--- config.mk ---
export PLATFORM = sky130hd
export DESIGN_NAME = host_bus_port
export DESIGN_NICKNAME = d
export VERILOG_FILES = /design/src/pkg/host_port_pkg.sv /design/src/pkg/access_if.sv /design/src/core/access_engine.sv /design/src/core/host_bus_port.sv
export VERILOG_INCLUDE_DIRS = /design/src /design/src/pkg
export SDC_FILE = /design/constraint.sdc
export NUM_CORES = 1
export LEC_CHECK = 0
export BUFFER_PORTS_ARGS = -buffer_cell sky130_fd_sc_hd__buf_2
export CAP_MARGIN = 40
export CORE_MARGIN = 4
export CORE_UTILIZATION = 33
export CTS_CLUSTER_SIZE = 12
export DETAILED_ROUTE_END_ITERATION = 7
export GPL_TIMING_DRIVEN = 0
export PLACE_DENSITY = 0.58
export SLEW_MARGIN = 30
export SYNTH_ARGS = -nofsm -noshare
export SYNTH_HDL_FRONTEND = slang
export SYNTH_SLANG_ARGS = --single-unit
--- constraint.sdc ---
create_clock -name sys_clk_i -period 5.6 [get_ports sys_clk_i]
set_input_delay 0.28 -clock sys_clk_i [delete_from_list [all_inputs] [get_ports sys_clk_i]]
set_output_delay 0.28 -clock sys_clk_i [all_outputs]
set_load 0.05 [all_outputs]
--- src/pkg/host_port_params.svh ---
// Purpose: constants for the host parallel bus port
// Assumes: 50 MHz system clock
// Notes: strap codes and timing counts live here
//
// What this block does
// Direct mode: address bits 15..1 plus bit 0 select the accessed location; the code decodes only bits 1 and 0.
// Indirect mode: host holds address bits 15..1 at ground.
// Indirect: bit 0 with strobes gives transfer kind; direct: address bit 0.
// Eight-bit tristate data bus, released while reset is applied.
// Static address-mode strap picks direct or indirect addressing.
// Two bus-type straps pick generic, strobe-acknowledge or enable-clock bus.
// Generic bus: drive data only while read strobe low and selected.
// Enable-clock bus: read pin is enable; transfer when it rises high.
// Strobe bus: read pin is lower lane strobe; transfer when it falls.
// Generic bus: write data captured on write strobe rising edge.
// Enable-clock bus: write pin high means read, low means write.
// Active-low chip select gates every host transfer.
// Generic bus: wait low during transfer, high on completion, then released.
// Indirect mode: host may use wait output as completion handshake.
// Strobe bus: acknowledge high inserts waits, inactive on completion, released.
// Enable-clock bus: host leaves the wait pin floating.
// Strobe bus: address strobe qualifies access; otherwise host ties it high.
// Hardware reset restores defaults and makes all outputs inactive.
// Chip select high: strobes ignored, data and wait released; the code keeps driving wait until a transfer already started completes.
`ifndef HOST_PORT_PARAMS_SVH
`define HOST_PORT_PARAMS_SVH

// ----------------------------------------
// Strap encodings
// ----------------------------------------
`define BUS_GENERIC 2'h0
`define BUS_ADDR_STROBE 2'h1
`define BUS_ENABLE_CLK 2'h2
`define ADDR_DIRECT 1'h1

// ----------------------------------------
// Timing
// ----------------------------------------
`define CLK_PERIOD_NS 20
`define ACCESS_TIME_NS 60
`define ACCESS_CYCLES ((`ACCESS_TIME_NS + `CLK_PERIOD_NS - 1) / `CLK_PERIOD_NS)
`define ACK_HOLD_CYCLES 1

`endif

--- src/pkg/host_port_pkg.sv ---
// Purpose: types for the host parallel bus port
// Assumes: nothing
// Notes: state codes are one-hot
package host_port_pkg;
	typedef enum logic [3:0] {
		ST_IDLE = 4'h1,
		ST_BUSY = 4'h2,
		ST_DONE = 4'h4,
		ST_WAIT_END = 4'h8
	} port_state_t;
endpackage : host_port_pkg

--- src/pkg/access_if.sv ---
// Purpose: carries decoded accesses between front end and access engine
// Assumes: single clock
// Notes: start is a one-cycle pulse
`timescale 1ns/1ps
`default_nettype none
interface access_if;
	logic start;
	logic is_write;
	logic [7:0] wdata;
	logic [15:0] addr;
	logic busy;
	modport front (output start, output is_write, output wdata, output addr, input busy);
	modport engine (input start, input is_write, input wdata, input addr, output busy);
endinterface : access_if
`default_nettype wire

--- src/core/access_engine.sv ---
// Purpose: timed execution of one decoded host access
// Assumes: start only while idle
// Notes: holds busy for the fixed access time
`timescale 1ns/1ps
`include "host_port_params.svh"
`default_nettype none
module access_engine (
	// Clock and reset
	input wire logic sys_clk_i,
	input wire logic reset_n_i,
	// Decoded access
	access_if.engine acc
);
	logic [3:0] cnt_reg;
	logic [3:0] cnt_next;

	// Count down the access time
	always_comb begin
		cnt_next = cnt_reg;
		if (acc.start) begin
			cnt_next = 4'(`ACCESS_CYCLES);
		end else if (cnt_reg != 4'h0) begin
			cnt_next = cnt_reg - 4'h1;
		end
	end

	// Register the counter
	always_ff @(posedge sys_clk_i or negedge reset_n_i) begin
		if (!reset_n_i) begin
			cnt_reg <= 4'h0;
		end else begin
			cnt_reg <= cnt_next;
		end
	end

	assign acc.busy = (cnt_reg != 4'h0);
endmodule : access_engine
`default_nettype wire

--- src/core/host_bus_port.sv ---
// Purpose: host parallel bus port with three strap-selected bus styles
// Assumes: host pins synchronous to sys_clk_i; straps static
// Notes: memory behind the port is a small register bank
`timescale 1ns/1ps
`include "host_port_params.svh"
`default_nettype none
module host_bus_port (
	// Clock and reset
	input wire logic sys_clk_i,
	input wire logic reset_n_i,
	// Straps
	input wire logic addr_mode_strap_i,
	input wire logic bus_type_strap_hi_i,
	input wire logic bus_type_strap_lo_i,
	// Host control
	input wire logic chip_sel_n_i,
	input wire logic rd_strobe_i,
	input wire logic wr_strobe_i,
	input wire logic addr_strobe_n_i,
	input wire logic [15:1] addr_hi_i,
	input wire logic cmd_data_select_i,
	// Data bus
	input wire logic [7:0] data_i,
	output logic [7:0] data_o,
	output logic data_oe_n_o,
	// Wait / acknowledge
	output logic transfer_ack_out_o,
	output logic transfer_ack_oe_n_o,
	// Captured command byte
	output logic [7:0] last_cmd_o
);
	access_if acc ();

	// ----------------------------------------
	// Straps caught after reset
	// ----------------------------------------
	logic straps_ok_reg;
	logic direct_reg;
	logic [1:0] bus_reg;
	logic straps_ok_next;
	logic direct_next;
	logic [1:0] bus_next;

	// Straps are static; sample once after release so reset holds constants
	always_comb begin
		straps_ok_next = 1'b1;
		direct_next = direct_reg;
		bus_next = bus_reg;
		if (!straps_ok_reg) begin
			direct_next = addr_mode_strap_i;
			bus_next = {bus_type_strap_hi_i, bus_type_strap_lo_i};
		end
	end

	always_ff @(posedge sys_clk_i or negedge reset_n_i) begin
		if (!reset_n_i) begin
			straps_ok_reg <= 1'b0;
			direct_reg <= 1'b0;
			bus_reg <= 2'h0;
		end else begin
			straps_ok_reg <= straps_ok_next;
			direct_reg <= direct_next;
			bus_reg <= bus_next;
		end
	end

	// ----------------------------------------
	// Strobe decode per bus style
	// ----------------------------------------
	logic sel;
	logic active;
	logic want_write;
	logic wr_prev_reg;
	logic as_ok;

	// Active level of the access window for the chosen style
	always_comb begin
		sel = !chip_sel_n_i && straps_ok_reg;
		as_ok = (bus_reg != `BUS_ADDR_STROBE) || !addr_strobe_n_i;
		unique case (bus_reg)
			`BUS_ADDR_STROBE: begin
				active = !rd_strobe_i;
				want_write = !wr_strobe_i;
			end
			`BUS_ENABLE_CLK: begin
				active = rd_strobe_i;
				want_write = !wr_strobe_i;
			end
			default: begin
				active = !rd_strobe_i || !wr_strobe_i;
				want_write = !wr_strobe_i;
			end
		endcase
	end

	// ----------------------------------------
	// Transfer state machine
	// ----------------------------------------
	host_port_pkg::port_state_t st_reg;
	host_port_pkg::port_state_t st_next;
	logic [7:0] bank_reg [0:3];
	logic [7:0] bank_next [0:3];
	logic [1:0] idx_reg;
	logic [1:0] idx_next;
	logic wr_pend_reg;
	logic wr_pend_next;
	logic [7:0] dout_reg;
	logic [7:0] dout_next;
	logic doe_n_reg;
	logic doe_n_next;
	logic ack_reg;
	logic ack_next;
	logic aoe_n_reg;
	logic aoe_n_next;
	logic [7:0] cmd_reg;
	logic [7:0] cmd_next;
	logic start_c;

	// Location index: direct uses address bits 1 and 0, indirect uses bit 0 only
	function automatic logic [1:0] loc_index(input logic dir, input logic [15:1] hi,
		input logic a0);
		loc_index = dir ? {hi[1], a0} : {1'b0, a0};
	endfunction : loc_index

	// Sequencing of a transfer and its handshake pin
	always_comb begin
		st_next = st_reg;
		bank_next = bank_reg;
		idx_next = idx_reg;
		wr_pend_next = wr_pend_reg;
		dout_next = dout_reg;
		doe_n_next = 1'b1;
		ack_next = ack_reg;
		aoe_n_next = aoe_n_reg;
		cmd_next = cmd_reg;
		start_c = 1'b0;
		unique case (st_reg)
			host_port_pkg::ST_IDLE: begin
				aoe_n_next = 1'b1;
				if (sel && active && as_ok) begin
					st_next = host_port_pkg::ST_BUSY;
					start_c = 1'b1;
					idx_next = loc_index(direct_reg, addr_hi_i, cmd_data_select_i);
					wr_pend_next = want_write;
					// Wait asserted: low on generic, high on strobe bus
					ack_next = (bus_reg == `BUS_ADDR_STROBE);
					aoe_n_next = (bus_reg == `BUS_ENABLE_CLK);
				end
			end
			host_port_pkg::ST_BUSY: begin
				if (!acc.busy) begin
					st_next = host_port_pkg::ST_DONE;
					ack_next = (bus_reg != `BUS_ADDR_STROBE); // Completion level
				end
			end
			host_port_pkg::ST_DONE: begin
				st_next = host_port_pkg::ST_WAIT_END;
				aoe_n_next = 1'b1; // Release after one cycle inactive
			end
			default: begin
				aoe_n_next = 1'b1;
				if (!sel || !active) begin
					st_next = host_port_pkg::ST_IDLE;
				end
			end
		endcase
		// Generic write data taken on the rising write strobe
		if (sel && bus_reg == `BUS_GENERIC && !wr_prev_reg && wr_strobe_i && wr_pend_reg) begin
			bank_next[idx_reg] = data_i;
			if (idx_reg == 2'h1) begin
				cmd_next = data_i;
			end
		end
		// Other styles capture in the done state, whether or not the strobe is still active
		if (sel && bus_reg != `BUS_GENERIC && st_reg == host_port_pkg::ST_DONE && wr_pend_reg) begin
			bank_next[idx_reg] = data_i;
			if (idx_reg == 2'h1) begin
				cmd_next = data_i;
			end
		end
		// Drive read data only within the read window
		if (sel && active && !want_write && st_reg != host_port_pkg::ST_IDLE) begin
			doe_n_next = 1'b0;
			dout_next = bank_reg[idx_reg];
		end
	end

	// Register all transfer state; reset releases pins
	always_ff @(posedge sys_clk_i or negedge reset_n_i) begin
		if (!reset_n_i) begin
			st_reg <= host_port_pkg::ST_IDLE;
			for (int i = 0; i < 4; i++) begin
				bank_reg[i] <= 8'h00;
			end
			idx_reg <= 2'h0;
			wr_pend_reg <= 1'b0;
			dout_reg <= 8'h00;
			doe_n_reg <= 1'b1;
			ack_reg <= 1'b1;
			aoe_n_reg <= 1'b1;
			cmd_reg <= 8'h00;
			wr_prev_reg <= 1'b1;
		end else begin
			st_reg <= st_next;
			bank_reg <= bank_next;
			idx_reg <= idx_next;
			wr_pend_reg <= wr_pend_next;
			dout_reg <= dout_next;
			doe_n_reg <= doe_n_next;
			ack_reg <= ack_next;
			aoe_n_reg <= aoe_n_next;
			cmd_reg <= cmd_next;
			wr_prev_reg <= wr_strobe_i;
		end
	end

	assign acc.start = start_c;
	assign acc.is_write = want_write;
	assign acc.wdata = data_i;
	assign acc.addr = {addr_hi_i, cmd_data_select_i};

	access_engine u_engine (
		.sys_clk_i(sys_clk_i),
		.reset_n_i(reset_n_i),
		.acc(acc)
	);

	assign data_o = dout_reg;
	assign data_oe_n_o = doe_n_reg;
	assign transfer_ack_out_o = ack_reg;
	assign transfer_ack_oe_n_o = aoe_n_reg;
	assign last_cmd_o = cmd_reg;
endmodule : host_bus_port
`default_nettype wire

==> results.yml <==
grt:
  grt_pass1_vias: 1923
  grt_busiest_layer: "met2"
  antenna_found_initial: 0
  grt_usage_pct: 13.0
  grt_max_degree: 48
  use_met2_pct: 19.4
  overflow: 0
  grt_util_met1_pct: 18.0
  grt_pass1_wl_mm: 10.2
  groute.layer.met3.usage_pct: 3.52
finish:
  synthToLayoutAreaGrowth_pct: 19.7
  num_antenna_cells: 0
  nets: 321
  fill_cells: 868
  drive_gt1_share_pct: 38.9
  layout_common_cells: "62 x dfrtp_1, 52 x nand2_1, 38 x buf_2"
  final_cells: 396
  layout_commonest_cell: "dfrtp_1"
  largest_reg_flops: 32
timing:
  finalSetupViolCount: 0
  whs_ns: 0.0841
  final-hold-violation-count: 0
  max_freq_mhz: 391
  grt_setup_unrepaired: "false"
  setup_tns_ns: 0
  skew_ns: 0.0121
  drv_slew: 0
  max_slew_margin_pct: 52.3
  worst_pin_slew_ns: 0.716
  fin_crit_ns: 2.55
  finalCritPeriodShare_pct: 45.6
clock_network:
  cts_made_buffers: 9
  cts.htree.levels: 3
  clkLatencyLatePin_ns: 0.34
  path_clk_slew_ns: 0.08
  cts_tree: "built"
  cts_sinks: 67
  cts_resized: 0
  cts_buffer_depth: 2
  cts_root_buf: "clkbuf_8"
place:
  dp_cells: 379
  port_buffers: 37
  routabilityCongestion: 0.716
  dp_hpwl_mm: 4.17
worst_hold_path:
  min_path_cells: 1
  min_to: "wr_prev_reg$_DFF_PN1_"
  worstHoldStart: "wr_strobe_i"
  hold_class: "input pin to flop"
floorplanning:
  chipHeight_um: 103
  dieArea_um2: 10600
  start_util_pct: 34.1
  rows: 34
  die_width_um: 103
  io_pins: 52
  coreArea_um2: 8760
power:
  peakVddDrop_v: 0.000130
  power.total_mw: 1.46
  total_leakage_power_nw: 1.81
  p_per_area_nw_per_um2: 408
detailed_routing:
  vias_per_cell: 4.77
  wl_mm: 6.15
  drtIter0Drc: 49
  wl_per_cell_um: 15.5
  dr.pass1.iters: 4
  drtAntennaViolNets: 0
  vias: 1890
  route.detailed.drc: 0
logic_synthesis:
  yosys.area_share.xor_xnor_pct: 0.880
  postSynthAreaPerCell_um2: 12.8
  synth_top_area_share_pct: 51.9
  syn_nets: 271
  synth_simple_gate_area_share_pct: 13.4
  postSynthCellCount: 233
  yosysWarnings: 0
  ys_ff_latch: 67
  synth_largest_area_cell: "dfrtp_1"
  synth_compound_area_share_pct: 4.94
  synth_mux_area_share_pct: 20.3
  ys_seq_area_share_pct: 56.3
  synth_top_family_by_area: "multiplexers"
  synth_cell_types: 39
  synth_fa_ha_area_share_pct: 2.09
  mappedNetlistArea_um2: 2990
  netlist_top_cells_area: "dfrtp_1 52%, mux2_2 14%, nand2_1 6.5%"
setup_path:
  worstSetupStartpointType: "flop"
  crit_required_ns: 5.82
  rrSetupSlack_ns: 3.05
  arrival_ns: 2.78
  crit_type: "flop to flop"
  crit_fanout: 10
  r2r-end: "data_o[5]$_DFFE_PN0P_"
  reg2regPathDepth: 7
  crit_path_end_kind: "flop"
  reg2reg_from: "bus_reg[0]$_DFFE_PN0N_"
job:
  drv_cap: 0
run_status:
  status: "completed"
==> Yosys cell counts (all sizes together) <==
cell type	n
a2111oi	1
a211oi	2
a21bo	1
a21oi	2
a22oi	1
a311o	1
a311oi	1
a31oi	1
and2	2
and3	1
and3b	1
buf	4
clkbuf	3
conb	1
dfrtp	62
dfstp	5
ha	5
inv	8
mux2	36
mux2i	2
mux4	8
nand2	52
nand2b	1
nand3	1
nand3b	2
nand4b	2
nor2	8
nor3	5
nor3b	1
nor4b	1
o211ai	1
o21a	1
o21ai	4
o22a	1
or4b	2
xnor2	3
==> critical path: stages (launching register included) <==
cell and delay (ns):
dfrtp_1 0.37, inv_1 0.07, ha_1 0.32, and3b_1 0.21, a2111oi_4 0.58, and3_1 0.23
buf_2 0.26, mux2_2 0.38
==> report_power, final <==
part / total, mW / switching [mW] / leakage [nW] / internal (mW)
Sequential: 0.618 / 0.0505 / 0.892 / 0.567
Clock: 0.458 / 0.183 / 0.113 / 0.275
Combinational: 0.385 / 0.226 / 0.803 / 0.159
Total: 1.46 / 0.460 / 1.81 / 1.00
==> per-layer routing <==
metal	vias up	routed length [um]
met1	936	2950
li1	910	-
met2	35	2850
met3	9	250
met5	-	0
met4	0	96
==> through the flow <==
stage | setup slack (ns) | utilization [%] | area [um2]
after floorplan | 3.33 | - | 2990
after global placement | 3.03 | 37.7 | 3310
after detailed placement | 3.03 | 38.1 | 3340
after CTS | 3.01 | 40.8 | 3570
after global routing | 2.90 | 40.8 | 3570
final | 3.05 | 40.8 | 3570
==> cell type report <==
cell class              instances  area (um2)  area share [%]
inverters                       8        30.0           0.840
clock inverters                 4        72.6            2.03
flip-flops and latches         67        1680            47.1
well taps                     108         135            3.78
clock buffers                  12         155            4.34
plain buffers                   7        28.8           0.805
multi-input cells             151        1240            34.8
repair buffers                 39         225            6.30
==> timing repair <==
item	CTS	global route
endpoints found under the hold margin	19	0
setup buffers	0	0
hold buffers	1	0
==> cells by family after synthesis <==
logic type | count (synthesis)
AOI/OAI and AO/OA | 17
xor gates and xnor gates | 3
adders and majority gates | 5
buffers and inverters | 15
DFF | 67
muxes | 46
other | 1
and+or+nand+nor | 79
==> how the worst max path moves through the flow <==
stage	cells past startpoint	slack, ns	startpoint	end
CTS	7	3.01	bus_reg[1]$_DFFE_PN0N_	data_o[5]$_DFFE_PN0P_
finish	7	3.05	bus_reg[0]$_DFFE_PN0N_	data_o[5]$_DFFE_PN0P_
detailed placement	7	3.03	bus_reg[1]$_DFFE_PN0N_	data_o[7]$_DFFE_PN0P_
global route	7	2.90	bus_reg[1]$_DFFE_PN0N_	data_o[5]$_DFFE_PN0P_
floorplan	7	3.33	bus_reg[0]$_DFFE_PN0N_	data_o[0]$_DFFE_PN0P_
global placement	7	3.03	bus_reg[0]$_DFFE_PN0N_	data_o[6]$_DFFE_PN0P_
No activity file was read; power rests on OpenSTA's default activity.
